$ cat src/amx_map.svh
// field positions, codes and reset values of the converter configuration word
// assumes inclusion by the package and by the sequencer module
`ifndef AMX_MAP_SVH
`define AMX_MAP_SVH
`define AMX_CFG_W         14
`define AMX_CFG_RESET     14'h3fff
`define AMX_BIT_UPDATE    13
`define AMX_INC_HI        12
`define AMX_INC_LO        10
`define AMX_INC_SINGLE    11
`define AMX_INC_UNIPOLAR  12
`define AMX_CH_HI         9
`define AMX_CH_LO         7
`define AMX_BIT_BW        6
`define AMX_REF_HI        5
`define AMX_REF_LO        3
`define AMX_SEQ_HI        2
`define AMX_SEQ_LO        1
`define AMX_BIT_READBACK  0
`define AMX_SEQ_OFF       2'h0
`define AMX_SEQ_UPDATE    2'h1
`define AMX_SEQ_SCAN_TEMP 2'h2
`define AMX_SEQ_SCAN      2'h3
`define AMX_INC_GND       3'h7
`define AMX_INC_BI_COM    3'h2
`define AMX_INC_UNI_COM   3'h6
`define AMX_INC_BI_COM_X  3'h3
`define AMX_PAIR_FLIP     3'h1
`define AMX_RES_MSB       15
`define AMX_CONV_IDLE     1'b1
`define AMX_LAST_BIT      5'hd
`define AMX_CH_ZERO       3'h0
`define AMX_CH_STEP_PAIR  3'h2
`define AMX_CH_STEP_ONE   3'h1
`endif

$ cat src/amx_pkg.sv
// types shared by the input mux sequencer
// assumes the map header is on the include path
`include "amx_map.svh"
package amx_pkg;
  typedef enum logic [1:0] {
    AMX_NEG_GND,
    AMX_NEG_COM,
    AMX_NEG_CHANNEL
  } amx_neg_t;

  typedef struct packed {
    logic [2:0] pos_ch;
    logic [2:0] neg_ch;
    amx_neg_t   neg_kind;
    logic       temp_sensor;
    logic       bipolar;
    logic       quarter_bw;
  } amx_mux_t;

  typedef struct packed {
    logic [15:0] data;
    logic        valid;
  } amx_result_t;
endpackage : amx_pkg

$ cat src/amx_sequencer.sv
// configuration capture, channel sequencer and result coding of the input mux
// assumes SCK, DIN and convert start arrive from pins; raw core results come on I_CLOCK, offset binary
//
// Overview of operation
// - bipolar arrangement gives twos complement results
// - one bit picks full or quarter bandwidth
// - arrangement 111 is single-ended against ground
// - 010 bipolar common, 110 unipolar common
// - 00X bipolar pairs, 10X unipolar pairs
// - paired mode channel field names positive input
// - scan runs input 0 to last channel
// - scanned pairs always even positive, odd negative
// - scan singles or pairs, optional temperature last
// - sequencer code 10 or 11 write initialises and starts scan
// - sequencer code 01 updates without stopping scan
// - single/pair change or last-channel change restarts scan
// - arrangement may change from conversion to conversion
// - word captured on first fourteen clock rises
// - unipolar arrangements give straight binary results
`timescale 1ns/100ps
`include "amx_map.svh"
module amx_sequencer
  import amx_pkg::*;
(
  input  wire logic                  I_CLOCK,
  input  wire logic                  I_RESET,
  input  wire logic                  I_SCK,
  input  wire logic                  I_DIN,
  input  wire logic                  I_CONVERT,
  input  wire logic [15:0]           I_RAW_DATA,
  input  wire logic                  I_RAW_VALID,
  output logic      [`AMX_CFG_W-1:0] O_CFG_WORD,
  output logic                       O_READBACK_EN,
  output logic                       O_SCAN_ACTIVE,
  output amx_mux_t                   O_MUX,
  output logic                       O_CONV_START,
  output amx_result_t                O_RESULT
);

  ////////////////////////////////////////////////////////////////////////////
  // pin synchronisers, three stages, level moves when stages two and three agree
  logic [2:0] sck_s_q;
  logic [2:0] din_s_q;
  logic [2:0] conv_s_q;
  logic       sck_q;
  logic       din_q;
  logic       conv_q;
  logic       sck_prev_q;
  logic       conv_prev_q;

  // convert path leaves reset at its idle level, so no false start follows reset
  always_ff @(posedge I_CLOCK) begin
    if (I_RESET) begin
      sck_s_q  <= 3'h0;
      din_s_q  <= 3'h0;
      conv_s_q <= {3{`AMX_CONV_IDLE}};
    end else begin
      sck_s_q  <= {sck_s_q[1:0], I_SCK};
      din_s_q  <= {din_s_q[1:0], I_DIN};
      conv_s_q <= {conv_s_q[1:0], I_CONVERT};
    end
  end

  always_ff @(posedge I_CLOCK) begin
    if (I_RESET) begin
      sck_q       <= 1'b0;
      din_q       <= 1'b0;
      conv_q      <= `AMX_CONV_IDLE;
      sck_prev_q  <= 1'b0;
      conv_prev_q <= `AMX_CONV_IDLE;
    end else begin
      if (sck_s_q[1] == sck_s_q[2]) sck_q <= sck_s_q[2];
      if (din_s_q[1] == din_s_q[2]) din_q <= din_s_q[2];
      if (conv_s_q[1] == conv_s_q[2]) conv_q <= conv_s_q[2];
      sck_prev_q  <= sck_q;
      conv_prev_q <= conv_q;
    end
  end

  logic sck_rise;
  logic conv_rise;
  assign sck_rise  = sck_q & ~sck_prev_q;
  assign conv_rise = conv_q & ~conv_prev_q;

  ////////////////////////////////////////////////////////////////////////////
  // serial capture of the configuration word
  logic [`AMX_CFG_W-1:0] shift_q;
  logic [4:0]            bit_cnt_q;
  logic                  commit;

  always_ff @(posedge I_CLOCK) begin
    if (I_RESET) begin
      shift_q   <= '0;
      bit_cnt_q <= 5'h0;
    end else if (conv_q) begin
      bit_cnt_q <= 5'h0;
    end else if (sck_rise && bit_cnt_q <= `AMX_LAST_BIT) begin
      shift_q   <= {shift_q[`AMX_CFG_W-2:0], din_q};
      bit_cnt_q <= bit_cnt_q + 5'h1;
    end
  end

  // first bit is the update flag; low first bit leaves the word untouched
  assign commit = !conv_q && sck_rise && bit_cnt_q == `AMX_LAST_BIT
                  && shift_q[`AMX_BIT_UPDATE-1];

  logic [`AMX_CFG_W-1:0] new_word;
  assign new_word = {shift_q[`AMX_CFG_W-2:0], din_q};

  ////////////////////////////////////////////////////////////////////////////
  // configuration register and scan control
  logic [`AMX_CFG_W-1:0] cfg_q;
  logic [1:0]            scan_mode_q;
  logic                  scan_on_q;
  logic                  restart;

  function automatic logic is_single(input logic [`AMX_CFG_W-1:0] w);
    is_single = w[`AMX_INC_SINGLE];
  endfunction : is_single

  function automatic logic [1:0] seq_of(input logic [`AMX_CFG_W-1:0] w);
    seq_of = w[`AMX_SEQ_HI:`AMX_SEQ_LO];
  endfunction : seq_of

  assign restart = commit && seq_of(new_word) == `AMX_SEQ_UPDATE && scan_on_q
                   && (is_single(new_word) != is_single(cfg_q)
                       || new_word[`AMX_CH_HI:`AMX_CH_LO] != cfg_q[`AMX_CH_HI:`AMX_CH_LO]);

  always_ff @(posedge I_CLOCK) begin
    if (I_RESET) begin
      cfg_q       <= `AMX_CFG_RESET;
      scan_mode_q <= `AMX_SEQ_OFF;
      scan_on_q   <= 1'b0;
    end else if (commit) begin
      cfg_q <= new_word;
      if (seq_of(new_word) != `AMX_SEQ_UPDATE) begin
        scan_mode_q <= seq_of(new_word);
        scan_on_q   <= new_word[`AMX_SEQ_HI];
      end
    end
  end

  ////////////////////////////////////////////////////////////////////////////
  // scan pointer and mux selection per conversion
  logic [2:0] ptr_q;
  logic       temp_step_q;
  logic [2:0] last_ch;
  logic       single;
  logic       bipolar;
  logic [2:0] step;
  logic       at_last;

  assign single  = is_single(cfg_q);
  assign bipolar = ~cfg_q[`AMX_INC_UNIPOLAR];
  assign last_ch = single ? cfg_q[`AMX_CH_HI:`AMX_CH_LO]
                          : {cfg_q[`AMX_CH_HI:`AMX_CH_LO+1], 1'b0};
  assign step    = single ? `AMX_CH_STEP_ONE : `AMX_CH_STEP_PAIR;
  assign at_last = ptr_q == last_ch;

  always_ff @(posedge I_CLOCK) begin
    if (I_RESET) begin
      ptr_q       <= `AMX_CH_ZERO;
      temp_step_q <= 1'b0;
    end else if ((commit && seq_of(new_word) != `AMX_SEQ_UPDATE) || restart) begin
      ptr_q       <= `AMX_CH_ZERO;
      temp_step_q <= 1'b0;
    end else if (conv_rise && scan_on_q) begin
      if (temp_step_q) begin
        ptr_q       <= `AMX_CH_ZERO;
        temp_step_q <= 1'b0;
      end else if (at_last) begin
        ptr_q       <= `AMX_CH_ZERO;
        temp_step_q <= scan_mode_q == `AMX_SEQ_SCAN_TEMP;
      end else begin
        ptr_q <= ptr_q + step;
      end
    end
  end

  amx_mux_t mux_d;
  logic [2:0] pos_ch;

  always_comb begin
    pos_ch = scan_on_q ? ptr_q : cfg_q[`AMX_CH_HI:`AMX_CH_LO];
    mux_d.pos_ch      = pos_ch;
    mux_d.neg_ch      = pos_ch ^ `AMX_PAIR_FLIP;
    mux_d.temp_sensor = scan_on_q && temp_step_q;
    mux_d.bipolar     = bipolar;
    mux_d.quarter_bw  = ~cfg_q[`AMX_BIT_BW];
    case (cfg_q[`AMX_INC_HI:`AMX_INC_LO])
      `AMX_INC_GND: mux_d.neg_kind = AMX_NEG_GND;
      `AMX_INC_BI_COM, `AMX_INC_UNI_COM: mux_d.neg_kind = AMX_NEG_COM;
      `AMX_INC_BI_COM_X:                 mux_d.neg_kind = AMX_NEG_COM;
      default:      mux_d.neg_kind = AMX_NEG_CHANNEL;
    endcase
    if (mux_d.temp_sensor) begin
      mux_d.neg_kind = AMX_NEG_GND;
      mux_d.bipolar  = 1'b0;
    end
  end

  always_ff @(posedge I_CLOCK) begin
    if (I_RESET) begin
      O_MUX        <= '0;
      O_CONV_START <= 1'b0;
    end else begin
      O_CONV_START <= conv_rise;
      if (conv_rise) O_MUX <= mux_d;
    end
  end

  ////////////////////////////////////////////////////////////////////////////
  // result coding and status outputs
  always_ff @(posedge I_CLOCK) begin
    if (I_RESET) begin
      O_RESULT <= '0;
    end else begin
      O_RESULT.valid <= I_RAW_VALID;
      if (I_RAW_VALID) begin
        O_RESULT.data <= O_MUX.bipolar ? {~I_RAW_DATA[`AMX_RES_MSB], I_RAW_DATA[`AMX_RES_MSB-1:0]}
                                       : I_RAW_DATA;
      end
    end
  end

  always_ff @(posedge I_CLOCK) begin
    if (I_RESET) begin
      O_CFG_WORD    <= `AMX_CFG_RESET;
      O_READBACK_EN <= 1'b0;
      O_SCAN_ACTIVE <= 1'b0;
    end else begin
      O_CFG_WORD    <= cfg_q;
      O_READBACK_EN <= cfg_q[`AMX_BIT_READBACK];
      O_SCAN_ACTIVE <= scan_on_q;
    end
  end

endmodule : amx_sequencer

$ cat config.mk
export PLATFORM = sky130hd
export DESIGN_NAME = amx_sequencer
export DESIGN_NICKNAME = d
export VERILOG_FILES = /design/src/amx_pkg.sv /design/src/amx_sequencer.sv
export VERILOG_INCLUDE_DIRS = /design/src /design/src/src
export SDC_FILE = /design/constraint.sdc
export NUM_CORES = 1
export LEC_CHECK = 0
export ABC_AREA = 0
export BUFFER_PORTS_ARGS = -buffer_cell sky130_fd_sc_hd__buf_2
export CAP_MARGIN = 25
export CORE_AREA = 3 3 97 99
export DETAILED_ROUTE_END_ITERATION = 6
export DIE_AREA = 0 0 100 102
export GPL_TIMING_DRIVEN = 0
export PLACE_DENSITY = 0.71
export SKIP_CTS_REPAIR_TIMING = 1
export SYNTH_ARGS = -nofsm -noshare
export SYNTH_HDL_FRONTEND = slang
export SYNTH_SLANG_ARGS = --single-unit
$ cat constraint.sdc
create_clock -name I_CLOCK -period 1.78 [get_ports I_CLOCK]
set_input_delay 0 -clock I_CLOCK [delete_from_list [all_inputs] [get_ports I_CLOCK]]
set_output_delay 0 -clock I_CLOCK [all_outputs]
set_load 0.05 [all_outputs]
## Yosys cells after proc, flatten, opt, wreduce, memory -nomap -nowiden

Index checks and enable logic that the tools add are counted.
W data, S select, Z words.

- Bitwise operators: 9
- Equality and inequality tests: 14
- Mux-type cells: 11
- Reduce and logical (&&, ||, !) cells: 18
- Add/subtract/negate cells: 2
- Magnitude comparators: 1

Operators by type and width:

| kind | number |
|---|---|
| $mux W16 | 1 |
| $logic_and A1 B1 Y1 | 10 |
| $mux W3 | 3 |
| $not A1 Y1 | 7 |
| $eq A3 B2 Y1 const B | 2 |
| $eq A3 B3 Y1 const B | 2 |
| $add A5 B1 Y5 const B | 1 |
| $eq A5 B4 Y1 const B | 1 |
| $le A5 B4 Y1 const B | 1 |
| $mux W1 | 4 |
| $mux W2 | 2 |
| $pmux W2 S2 | 1 |
| $reduce_and A2 Y1 | 2 |
| $reduce_or A2 Y1 | 2 |
| $add A3 B2 Y3 | 1 |
| $eq A1 B1 Y1 | 3 |
| $eq A3 B3 Y1 | 1 |
| $ne A3 B3 Y1 | 1 |
| $reduce_or A3 Y1 | 1 |
| $and A1 B1 Y1 | 2 |
| $eq A2 B1 Y1 const B | 1 |
| $eq A2 B2 Y1 const B | 1 |
| $logic_or A1 B1 Y1 | 2 |
| $ne A2 B1 Y1 const B | 1 |
| 2 further kinds | 2 |

- Output and inout bits: 45
- Bits in registers: 98
- Word-level logic and storage cells: 82

## Longest topological paths before layout

Gate-level depths: netlist (run 1).

- Depth in word-level cells: 10
- Gate-level depth with buffers: 8
- Gate-level depth less buffers: 6

## Worst setup path before layout (run 1)

OpenSTA, ideal clock, no wires.

- Kind: flip-flop to flip-flop
- Start point: register bit_cnt_q[1]
- End point: register cfg_q[11]
- Arrival: 1452 ps
- Setup time: 120 ps
- Cell stages (with the launch flop): 7
- Slack: 208 ps
- Cell sequence: dfxtp_1 > inv_1 > ha_1 > and4_1 > and2_1 > buf_4 > a211o_1

- Cells in the longest elaborated chain, start to end: 3

Ends and longest elaborated chain:

| what | RTL line | RTL |
|---|---|---|
| from (decl) | amx_sequencer.sv:88 | `logic [4:0] bit_cnt_q;` |
| from (signal assigned) | amx_sequencer.sv:99 | `bit_cnt_q <= bit_cnt_q + 5'h1;` |
| $eq A5 B4 Y1 (no source line) | n/a |  |
| $logic_and A1 B1 Y1 (no source line) | n/a |  |
| $logic_and A1 B1 Y1 | amx_sequencer.sv:104 | `` assign commit = !conv_q && sck_rise && bit_cnt_q == `AMX_LAST_BIT `` |
| to (signal assigned) | amx_sequencer.sv:131 | `` cfg_q <= `AMX_CFG_RESET; `` |
| to (signal assigned) | amx_sequencer.sv:135 | `cfg_q <= new_word;` |
| to (decl) | amx_sequencer.sv:112 | `` logic [`AMX_CFG_W-1:0] cfg_q; `` |

Every way passes these cells.
A chain may end at the register's enable or synchronous reset.

## Final worst setup path (run 1)

- Start point: register bit_cnt_q[1]
- End point: register shift_q[2]

- Cells in the longest elaborated chain, start to end: 3

Ends and longest elaborated chain:

| what | RTL line | RTL |
|---|---|---|
| $le A5 B4 Y1 (no source line) | n/a |  |
| $logic_and A1 B1 Y1 (no source line) | n/a |  |
| $reduce_and A2 Y1 (no source line) | n/a |  |
| to (signal assigned) | amx_sequencer.sv:98 | `` shift_q <= {shift_q[`AMX_CFG_W-2:0], din_q}; `` |
| to (decl) | amx_sequencer.sv:87 | `` logic [`AMX_CFG_W-1:0] shift_q; `` |

Every way passes these cells.

==> qor.csv, run 1 <==
stage,metric,value,unit
critical_path,critical_path_peak_fanout,10,
clocking,numCtsBuffers,9,
timing,finalClockSkew,0.0126,ns
critical_path,timing.critical_path.required,2.03,ns
critical_path,nature_of_the_critical_path_startpoint,register,
die,die_area,10200,sq um
timing,period_share,0.937,
finish,drive_above_1_share,0.255,
outcome,status,"finished, final reports clean",
run,drv_cap,0,
logic_synthesis,async_flop_share,0,
global_route,grt_util_all_layers,0.139,
critical_path,crit_slowest_cell,dfxtp_1,
finish,multiInputGateArea,1430,sq um
finish,nNetsFinal,465,
routing,routed_length_per_placed_instance,13.0,microns
logic_synthesis,yosys_register_bits,95,
die,die_w,100,microns
critical_path,cp.arrival,1.92,ns
critical_path,cpPeakStageDelay,0.40,ns
power_and_ir_drop,power.density_cell_area,922,nW/um^2
routing,remaining_drc_errors,0,
finish,synthToLayoutAreaGrowth,25.6,%
timing,hold_violations,0,
global_route,grt_remaining_overflow,0,
timing,number_of_pins_exceeding_their_max_slew_limit_in_the_final_report,0,
routing,drt_pre_antenna_iters,4,
place,placed_area,3910,sq um
logic_synthesis,synth_cell_type_count,41,
clocking,ctsHtreeMaxLevel,3,
logic_synthesis,yosysTopAreaCell,dfxtp_1,
die,die_outline_height,102,microns
timing,slew-limit-headroom,0.642,
global_route,antenna_found_initial,0,
routing,routed-via-count,2629,
die,floorplan.rows,34,
global_route,grt_max_degree,17,
critical_path,crit_type,register to register,
critical_path,worstPathCellList,"inv_1, ha_2, o31ai_4, buf_6, mux2i_1, nor2_1",
clocking,maximum_clock_path_buffer_count,2,
clocking,insertion_delay,0.36,ns
timing,rsz0062_at_grt,no,
min_path,min-delay-path-class,input pin to register,
routing,antenna_violating_nets_post_route,0,
place,gpl.final_weighted_congestion,0.879,
finish,num_antenna_cells,0,
logic_synthesis,postSynthAreaPerCell,10.1,sq um
logic_synthesis,syn-num-nets,369,
timing,finalCriticalPeriod,1.67,ns
place,dp_hpwl,4.94,mm
clocking,ctsRootBufferMaster,clkbuf_8,
logic_synthesis,synth.yosys.seq_area_share,0.551,
clocking,clk_transition_reported_paths,0.09,ns
power_and_ir_drop,total_leakage_power,1.89,nW
finish,nFillCells,787,
global_route,grt_first_pass_wirelength,11.2,mm
finish,final_design_area_excluding_fillers,4330,sq um
routing,route.final.wire_length,7.20,mm
die,design.portCount,67,
global_route,first_global_vias,2352,
timing,timing.final.setup_violations,0,
logic_synthesis,post_synth_instance_area,3450,sq um
critical_path,cp-end-kind,register,
power_and_ir_drop,fin_total_pwr,4.00,mW
logic_synthesis,synth_area_leaders,"dfxtp_1, mux2i_1, nor2_1",
clocking,tritoncts,built,
die,core_region_area,8640,sq um
logic_synthesis,number_of_instances_in_the_synthesized_netlist,343,
routing,initialDrtViolationCount,83,
timing,fmax,600,MHz
logic_synthesis,synthFlopType,dfxtp_1,
routing,vias_per_cell,4.76,
clocking,cts_sinks,95,
logic_synthesis,synthDominantCellAreaShare,0.551,
die,initial_utilization,0.400,
finish,sequential_cell_area,1900,sq um
power_and_ir_drop,vdd_ir_drop_max,0.000547,V
timing,fin_setup_tns,0,ns
timing,worst_slew_pin_slew,0.537,ns
place,buffer_ports.inserted,65,
logic_synthesis,synth-edff-count,0,
logic_synthesis,synth_warn,0,
-- metal layers --
metal | up-vias | GRT usage | part of all wire
met5 | - | 0 | 0
met4 | 0 | 0.0528 | 0.017
met3 | 11 | 0.0512 | 0.060
met2 | 75 | 0.215 | 0.46
met1 | 1203 | 0.179 | 0.46
li1 | 1340 | - | -
-- logic make-up after synthesis --
| family | Yosys count | share of synthesized area |
|---|---|---|
| muxes | 32 | 0.0928 |
| AOI/OAI and AO/OA | 37 | 0.0721 |
| buffers and inverters | 23 | 0.0344 |
| and+or+nand+nor | 143 | 0.210 |
| DFF | 95 | 0.551 |
| xor gates and xnor gates | 9 | 0.0228 |
| adders and majority gates | 4 | 0.0167 |
-- worst paths after layout --
check,startpoint,endpoint,slack [ns],cells after the start
setup / recovery,bit_cnt_q[1],shift_q[2],0.11,6
hold / removal,I_RAW_VALID,O_RESULT[2],0.05,3
setup reg to reg,bit_cnt_q[1],shift_q[2],0.11,6
hold reg to reg,cfg_q[13],O_CFG_WORD[13],0.44,1
-- synth_stat cells (all sizes together), types with 2 or more instances --
library cell,n
a31oi,2
nand4,4
clkbuf,8
nor3b,3
nand3b,12
a21oi,15
a211oi,6
xor2,4
o21bai,2
mux2i,32
ha,3
xnor2,5
nor2b,12
nand2,34
nor2,49
dfxtp,95
o21ai,5
nand2b,2
or2,18
inv,2
buf,13
-- stage by stage --
stage / setup WS (ns) / hold slack, ns / util / cells
floorplan: 0.208 / 0.104 / - / 343
global placement: 0.0829 / 0.192 / 0.453 / 516
detailed placement: 0.0350 / 0.191 / 0.453 / 516
CTS: 0.0286 / -0.197 / 0.478 / 532
global route: 0.0104 / 0.0461 / 0.502 / 552
finish: 0.112 / 0.0537 / 0.502 / 552
-- power by group --
group          switching (mW)  leakage [nW]  internal, mW  total [mW]
Clock                   0.767         0.110         0.794        1.56
Sequential             0.0164         0.772          2.16        2.17
Combinational           0.165          1.01        0.0979       0.263
Total                   0.948          1.89          3.05        4.00
-- placed cells by master (no fill, tap or decap), drive strengths merged, types with 2 or more instances in the layout --
cell type	instances
dfxtp	95
buf	78
nor2	49
nand2	34
mux2i	32
dlygate4sd3	20
or2	18
clkbuf	17
a21oi	15
nand3b	12
nor2b	12
a211oi	6
xnor2	5
o21ai	5
nand4	4
xor2	4
nor3b	3
inv	3
ha	3
clkinv	3
o21bai	2
nand2b	2
a31oi	2
bufinv	2
-- critical path: cells and delay by family, from the launching register on --
| family | cells | cell delay (ns) |
|---|---|---|
| buf+inv | 2 | 0.29 |
| mux | 1 | 0.22 |
| compound gates | 1 | 0.38 |
| flops | 1 | 0.40 |
| fa+ha+maj | 1 | 0.21 |
| simple gates | 1 | 0.05 |
-- state kept, by name, indices dropped and copies added, names as in the netlist --
signal	flops
O_SCAN_ACTIVE	1
sck_prev_q	1
din_s_q	3
cfg_q	14
conv_prev_q	1
O_READBACK_EN	1
scan_mode_q	2
din_q	1
O_RESULT	17
conv_q	1
O_CFG_WORD	14
O_CONV_START	1
shift_q	13
O_MUX	9
ptr_q	3
temp_step_q	1
sck_q	1
conv_s_q	3
sck_s_q	3
bit_cnt_q	5
-- layout make-up --
cell class              count  share of cell area
flip-flops and latches     95               0.439
multi-input cells         225               0.331
repair buffers             85               0.121
well taps                 108              0.0312
clock buffers               9              0.0286
plain buffers              21              0.0257
clock inverters             7              0.0219
inverters                   2             0.00173
Power figures use the tool's default switching activity.
==> run 2: changes to the inputs <==
--- a/config.mk
+++ b/config.mk
@@ -6,12 +6,12 @@
 export SDC_FILE = /design/constraint.sdc
 export NUM_CORES = 1
 export LEC_CHECK = 0
-export ABC_AREA = 0
+export ABC_AREA = 1
 export BUFFER_PORTS_ARGS = -buffer_cell sky130_fd_sc_hd__buf_2
 export CAP_MARGIN = 25
-export CORE_AREA = 3 3 97 99
+export CORE_AREA = 3 3 100 102
 export DETAILED_ROUTE_END_ITERATION = 6
-export DIE_AREA = 0 0 100 102
+export DIE_AREA = 0 0 103 105
 export GPL_TIMING_DRIVEN = 0
 export PLACE_DENSITY = 0.71
 export SKIP_CTS_REPAIR_TIMING = 1
==> run 2 against run 1 <==
Compared with the run above:
- power increased by 0.54%
- synthesized cell count grew 31%
- non-clock buffer count did not move
- largest power group unchanged
- global-route usage grew 0.76 points
- synthesized area is 6.2% higher
- routed wire length up 7.7%
- final cell count rose by 20%
- register-to-register slack better by 0.13 ns
- fmax is 8.8% higher
- final area up 4.8%
- clock-buffer cell count grew 2
- utilization is 0.77 points lower
==> qor.csv, run 2 <==
stage,metric,value,unit,change
routing,drt_pre_antenna_iters,5,,was 4
timing,number_of_pins_exceeding_their_max_slew_limit_in_the_final_report,0,,unchanged
finish,largestRegisters,"O_RESULT x17, O_CFG_WORD x14, cfg_q x14",,unchanged
outcome,status,"finished, final reports clean",,unchanged
place,buffer_ports.inserted,65,,unchanged
min_path,min-delay-path-class,input pin to register,,unchanged
clocking,maximum_clock_path_buffer_count,2,,unchanged
timing,finalCriticalPeriod,1.53,ns,was 1.67 ns
finish,nNetsFinal,570,,was 465
critical_path,cp.arrival,1.75,ns,was 1.92 ns
critical_path,critical_path.reg2reg.endpoint,cfg_q[12],,was shift_q[2]
critical_path,rr_worst_depth,8,,was 6
finish,num_antenna_cells,0,,unchanged
finish,synthToLayoutAreaGrowth,23.9,%,was 25.6%
finish,layout.cells.most_common_list,"dfxtp_1, nand2_1, buf_2, nor2_1, inv_1",,"was dfxtp_1, buf_2, nor2_1, nand2_1, mux2i_1"
global_route,grt_first_pass_wirelength,12.7,mm,was 11.2 mm
die,die_w,103,microns,was 100 microns
finish,drive_above_1_share,0.226,,was 0.255
global_route,grt_remaining_overflow,0,,unchanged
global_route,grt_max_degree,16,,was 17
global_route,grt_util_all_layers,0.147,,was 0.139
critical_path,cp-end-kind,register,,unchanged
die,initial_utilization,0.399,,was 0.400
logic_synthesis,post_synth_instance_area,3670,sq um,was 3450 sq um
clocking,insertion_delay,0.36,ns,about the same
logic_synthesis,postSynthAreaPerCell,8.17,sq um,was 10.1 sq um
timing,fmax,652,MHz,was 600 MHz
logic_synthesis,post-synth-top-count-cell,dfxtp_1,,unchanged
routing,remaining_drc_errors,0,,unchanged
timing,slew-limit-headroom,0.604,,was 0.642
critical_path,timing.critical_path.required,2.00,ns,was 2.03 ns
timing,final.hold.worst_slack,0.00123,ns,was 0.0537 ns
min_path,worstHoldPathCells,3,,unchanged
logic_synthesis,yosys_register_bits,95,,unchanged
critical_path,critical_path_peak_fanout,10,,unchanged
critical_path,nature_of_the_critical_path_startpoint,register,,unchanged
timing,period_share,0.861,,was 0.937
critical_path,ff2ff_setup_slack,0.25,ns,was 0.11 ns
global_route,antenna_found_initial,0,,unchanged
clocking,cts_sinks,95,,unchanged
die,floorplan.rows,35,,was 34
power_and_ir_drop,total_leakage_power,2.11,nW,was 1.89 nW
die,core_region_area,9200,sq um,was 8640 sq um
routing,antenna_violating_nets_post_route,0,,unchanged
timing,rsz0062_at_grt,no,,unchanged
die,die_outline_height,105,microns,was 102 microns
place,gpl.final_weighted_congestion,0.837,,was 0.879
timing,timing.final.setup_violations,0,,unchanged
power_and_ir_drop,vdd_ir_drop_max,0.000346,V,was 0.000547 V
finish,nFillCells,885,,was 787
finish,layout.cells.most_common,dfxtp_1,,unchanged
finish,most_flop_heavy_register,O_RESULT,,unchanged
timing,fin_setup_tns,0,ns,unchanged
logic_synthesis,synth.yosys.seq_area_share,0.519,,was 0.551
logic_synthesis,synth_warn,0,,unchanged
logic_synthesis,number_of_instances_in_the_synthesized_netlist,449,,was 343
routing,initialDrtViolationCount,143,,was 83
logic_synthesis,synth_area_leaders,"dfxtp_1, nand2_1, nor2_1",,"was dfxtp_1, mux2i_1, nor2_1"
power_and_ir_drop,power.density_cell_area,884,nW/um^2,was 922 nW/um^2
logic_synthesis,async_flop_share,0,,unchanged
die,design.portCount,67,,unchanged
die,die_area,10800,sq um,was 10200 sq um
timing,worst_slew_pin_slew,0.594,ns,was 0.537 ns
finish,largest_register_ff_count,17,,unchanged
routing,routed-via-count,3079,,was 2629
critical_path,crit_type,register to register,,unchanged
clocking,ctsHtreeMaxLevel,3,,unchanged
logic_synthesis,yosysTopAreaCell,dfxtp_1,,unchanged
global_route,first_global_vias,2845,,was 2352
timing,finalClockSkew,0.00785,ns,was 0.0126 ns
logic_synthesis,synth-edff-count,0,,unchanged
run,drv_cap,0,,unchanged
routing,route.final.wire_length,7.76,mm,was 7.20 mm
routing,routed_length_per_placed_instance,11.8,microns,was 13.0 microns
logic_synthesis,ys_top_cells_by_count,"dfxtp_1, nand2_1, nor2_1",,"was dfxtp_1, nor2_1, nand2_1"
min_path,hold_end,O_RESULT[1],,was O_RESULT[2]
routing,vias_per_cell,4.67,,was 4.76
clocking,numCtsBuffers,9,,unchanged
logic_synthesis,synth_cell_type_count,30,,was 41
logic_synthesis,synthFlopType,dfxtp_1,,unchanged
clocking,clk_transition_reported_paths,0.09,ns,about the same
clocking,tritoncts,built,,unchanged
critical_path,rr_startpoint,bit_cnt_q[1],,unchanged
logic_synthesis,synthDominantCellAreaShare,0.519,,was 0.551
logic_synthesis,syn-num-nets,475,,was 369
min_path,timing.hold.worst.start,I_RAW_VALID,,unchanged
place,dp_hpwl,5.45,mm,was 4.94 mm
clocking,ctsRootBufferMaster,clkbuf_8,,unchanged
timing,hold_violations,0,,unchanged
run 2: cell type report:
class	count	area, sq um	area share
Buffer	22	149	0.0328
Clock buffer	11	141	0.0311
Clock inverter	5	81.3	0.0179
Inverter	61	229	0.0504
Multi-Input combinational cell	271	1390	0.305
Sequential cell	95	1900	0.419
Tap cell	111	139	0.0306
Timing Repair Buffer	84	515	0.113
run 2: worst max path at each step:
stage / start / endpoint / slack [ns] / depth (start not counted)
final: bit_cnt_q[1] / cfg_q[12] / 0.25 / 8
after floorplan: cfg_q[11] / ptr_q[2] / 0.44 / 5
after global routing: bit_cnt_q[1] / scan_mode_q[1] / 0.06 / 9
after CTS: bit_cnt_q[1] / cfg_q[2] / 0.23 / 9
after global placement: bit_cnt_q[1] / cfg_q[6] / 0.28 / 8
after detailed placement: bit_cnt_q[1] / cfg_q[9] / 0.25 / 8
run 2: metrics by stage:
stage | utilization | setup slack, ns | total power [mW] | cell area, sq um | cells
final | 0.494 | 0.247 | 4.02 | 4540 | 660
after global routing | 0.494 | 0.0600 | 4.18 | 4540 | 660
after CTS | 0.473 | 0.229 | 4.03 | 4350 | 641
after detailed placement | 0.449 | 0.254 | 2.48 | 4130 | 625
after global placement | 0.449 | 0.278 | 2.47 | 4130 | 625
after floorplan | - | 0.437 | 2.40 | 3670 | 449
run 2: worst max-delay path, cell delays in order (launching register included):
cell,delay [ns]
dfxtp_1,0.42
inv_1,0.07
ha_1,0.18
nand2_1,0.08
nor2_2,0.04
nand2_1,0.10
buf_2,0.24
buf_6,0.17
o211ai_1,0.08
run 2: routing by layer:
metal	vias up	routed length, microns	GRT usage
met4	0	109	0.0481
li1	1601	-	-
met3	9	355	0.0421
met5	-	0	0
met1	1413	3520	0.182
met2	56	3770	0.242
run 2: report_power, final:
group	total [mW]	internal [mW]	leakage [nW]	switching (mW)
clock	1.56	0.830	0.110	0.725
combinational	0.287	0.0916	1.23	0.195
sequential	2.18	2.16	0.773	0.0158
run 2: cell families (layout without fill, tap and decap cells):
kind of cell    after synthesis  after routing  share of synthesized area
buf+inv                      83            183                      0.103
flops                        95             95                      0.519
xor+xnor                     11             11                     0.0263
fa+ha+maj                     4              4                     0.0157
compound gates               63             63                     0.0983
simple gates                193            193                      0.238
==> run 3: changes to the inputs <==
--- a/config.mk
+++ b/config.mk
@@ -13,7 +13,7 @@
 export DETAILED_ROUTE_END_ITERATION = 6
 export DIE_AREA = 0 0 103 105
 export GPL_TIMING_DRIVEN = 0
-export PLACE_DENSITY = 0.71
+export PLACE_DENSITY = 0.57
 export SKIP_CTS_REPAIR_TIMING = 1
 export SYNTH_ARGS = -nofsm -noshare
 export SYNTH_HDL_FRONTEND = slang
==> run 3 against run 2 <==
Compared with the run above:
- sequential power about the same
- power shrank 3.6%
- fmax fell by 2.0%
- sequential share of layout area is 0.33 points higher
- routed wire length up 5.2%
- utilization is 0.38 points lower
- first-iteration DRC count up 5.6%
- critical path type unchanged
- final area is 0.77% lower
- worst setup slack got worse by 0.031 ns
- final cell count decreased by 0.15%
- clock power is 9.6% lower
==> qor.csv, run 3 (synthesis gave the netlist of run 2 again) <==
stage,metric,value,unit,change
outcome,status,"finished, final reports clean",,unchanged
routing,routed-via-count,3067,,was 3079
power_and_ir_drop,vdd_ir_drop_max,0.000392,V,was 0.000346 V
min_path,timing.hold.worst.start,I_RESET,,was I_RAW_VALID
min_path,hold_end,sck_prev_q,,was O_RESULT[1]
die,core_region_area,9200,sq um,unchanged
clocking,insertion_delay,0.35,ns,was 0.36 ns
timing,rsz0062_at_grt,no,,unchanged
global_route,grt_remaining_overflow,0,,unchanged
finish,synthToLayoutAreaGrowth,23.0,%,was 23.9%
critical_path,cp-end-kind,register,,unchanged
place,gpl.final_weighted_congestion,0.799,,was 0.837
finish,nNetsFinal,569,,was 570
critical_path,cp.arrival,1.78,ns,was 1.75 ns
power_and_ir_drop,total_leakage_power,2.10,nW,was 2.11 nW
timing,period_share,0.879,,was 0.861
routing,route.final.wire_length,8.16,mm,was 7.76 mm
timing,timing.final.setup_violations,0,,unchanged
clocking,ctsRootBufferMaster,clkbuf_8,,unchanged
critical_path,ff2ff_setup_slack,0.22,ns,was 0.25 ns
timing,number_of_pins_exceeding_their_max_slew_limit_in_the_final_report,0,,unchanged
finish,largest_register_ff_count,17,,unchanged
global_route,grt_util_all_layers,0.155,,was 0.147
routing,routed_length_per_placed_instance,12.4,microns,was 11.8 microns
finish,drive_above_1_share,0.226,,about the same
min_path,worstHoldPathCells,2,,was 3
finish,layout.cells.most_common_list,"dfxtp_1, nand2_1, buf_2, nor2_1, inv_1",,unchanged
finish,nFillCells,923,,was 885
power_and_ir_drop,fin_total_pwr,3.87,mW,was 4.02 mW
clocking,ctsHtreeMaxLevel,3,,unchanged
clocking,clk_transition_reported_paths,0.09,ns,about the same
timing,finalClockSkew,0.0106,ns,was 0.00785 ns
global_route,grt_max_degree,16,,unchanged
finish,num_antenna_cells,0,,unchanged
critical_path,timing.critical_path.required,1.99,ns,was 2.00 ns
finish,largestRegisters,"O_RESULT x17, O_CFG_WORD x14, cfg_q x14",,unchanged
place,dp_hpwl,5.68,mm,was 5.45 mm
critical_path,critical_path_peak_fanout,10,,unchanged
timing,fin_setup_tns,0,ns,unchanged
run,drv_cap,0,,unchanged
die,die_outline_height,105,microns,unchanged
die,design.portCount,67,,unchanged
timing,slew-limit-headroom,0.598,,was 0.604
die,initial_utilization,0.399,,unchanged
routing,drt_pre_antenna_iters,4,,was 5
die,die_area,10800,sq um,unchanged
timing,fmax,639,MHz,was 652 MHz
clocking,maximum_clock_path_buffer_count,2,,unchanged
finish,most_flop_heavy_register,O_RESULT,,unchanged
min_path,min-delay-path-class,input pin to register,,unchanged
clocking,cts_sinks,95,,unchanged
global_route,first_global_vias,2850,,was 2845
critical_path,rr_worst_depth,8,,unchanged
timing,hold_violations,0,,unchanged
clocking,tritoncts,built,,unchanged
power_and_ir_drop,power.density_cell_area,858,nW/um^2,was 884 nW/um^2
critical_path,rr_startpoint,bit_cnt_q[1],,unchanged
global_route,antenna_found_initial,0,,unchanged
critical_path,crit_type,register to register,,unchanged
finish,layout.cells.most_common,dfxtp_1,,unchanged
routing,vias_per_cell,4.65,,was 4.67
routing,antenna_violating_nets_post_route,0,,unchanged
critical_path,nature_of_the_critical_path_startpoint,register,,unchanged
place,buffer_ports.inserted,65,,unchanged
timing,final.hold.worst_slack,0.00502,ns,was 0.00123 ns
critical_path,critical_path.reg2reg.endpoint,cfg_q[6],,was cfg_q[12]
timing,worst_slew_pin_slew,0.604,ns,was 0.594 ns
die,floorplan.rows,35,,unchanged
clocking,numCtsBuffers,9,,unchanged
routing,remaining_drc_errors,0,,unchanged
global_route,grt_first_pass_wirelength,13.3,mm,was 12.7 mm
routing,initialDrtViolationCount,151,,was 143
die,die_w,103,microns,unchanged
timing,finalCriticalPeriod,1.56,ns,was 1.53 ns
[run 3: area by class of cell]
type,count,area [sq um],area share
Buffer,22,149,0.0330
Clock buffer,11,141,0.0314
Sequential cell,95,1900,0.422
Timing Repair Buffer,83,505,0.112
Multi-Input combinational cell,271,1390,0.308
Clock inverter,5,56.3,0.0125
Tap cell,111,139,0.0308
Inverter,61,229,0.0508
[run 3: layer usage]
layer	routed length, microns	vias to the layer above	global-route usage
met4	144	0	0.0574
met2	4020	55	0.252
met5	0	-	0
met1	3710	1407	0.199
met3	289	13	0.0354
li1	-	1592	-
[run 3: critical path: stages, from the launching register on]
cell	delay, ns
dfxtp_1	0.43
inv_1	0.07
ha_1	0.18
nand2_1	0.08
nor2_2	0.04
nand2_1	0.11
buf_2	0.24
buf_6	0.18
o211ai_1	0.10
[run 3: stage by stage]
| stage | util | std cells | instance area, sq um | worst slack, ns |
|---|---|---|---|---|
| after global routing | 0.490 | 659 | 4510 | 0.0431 |
| after detailed placement | 0.449 | 625 | 4130 | 0.217 |
| after global placement | 0.449 | 625 | 4130 | 0.232 |
| final | 0.490 | 659 | 4510 | 0.216 |
| after floorplan | - | 449 | 3670 | 0.437 |
| after CTS | 0.471 | 641 | 4330 | 0.192 |
[run 3: worst max-delay path by stage]
stage                      start  endpoint  slack, ns  cells after the start
finish              bit_cnt_q[1]  cfg_q[6]       0.22                      8
global route        bit_cnt_q[1]  cfg_q[5]       0.04                      8
CTS                 bit_cnt_q[1]  cfg_q[6]       0.19                      8
detailed placement  bit_cnt_q[1]  cfg_q[6]       0.22                      8
global placement    bit_cnt_q[1]  cfg_q[6]       0.23                      8
floorplan              cfg_q[11]  ptr_q[2]       0.44                      5
[run 3: report_power, final]
group | total (mW) | internal [mW] | leakage [nW] | switching, mW
Combinational | 0.285 | 0.0900 | 1.22 | 0.195
Sequential | 2.17 | 2.16 | 0.773 | 0.0150
Clock | 1.41 | 0.689 | 0.0997 | 0.723
Total | 3.87 | 2.94 | 2.10 | 0.933
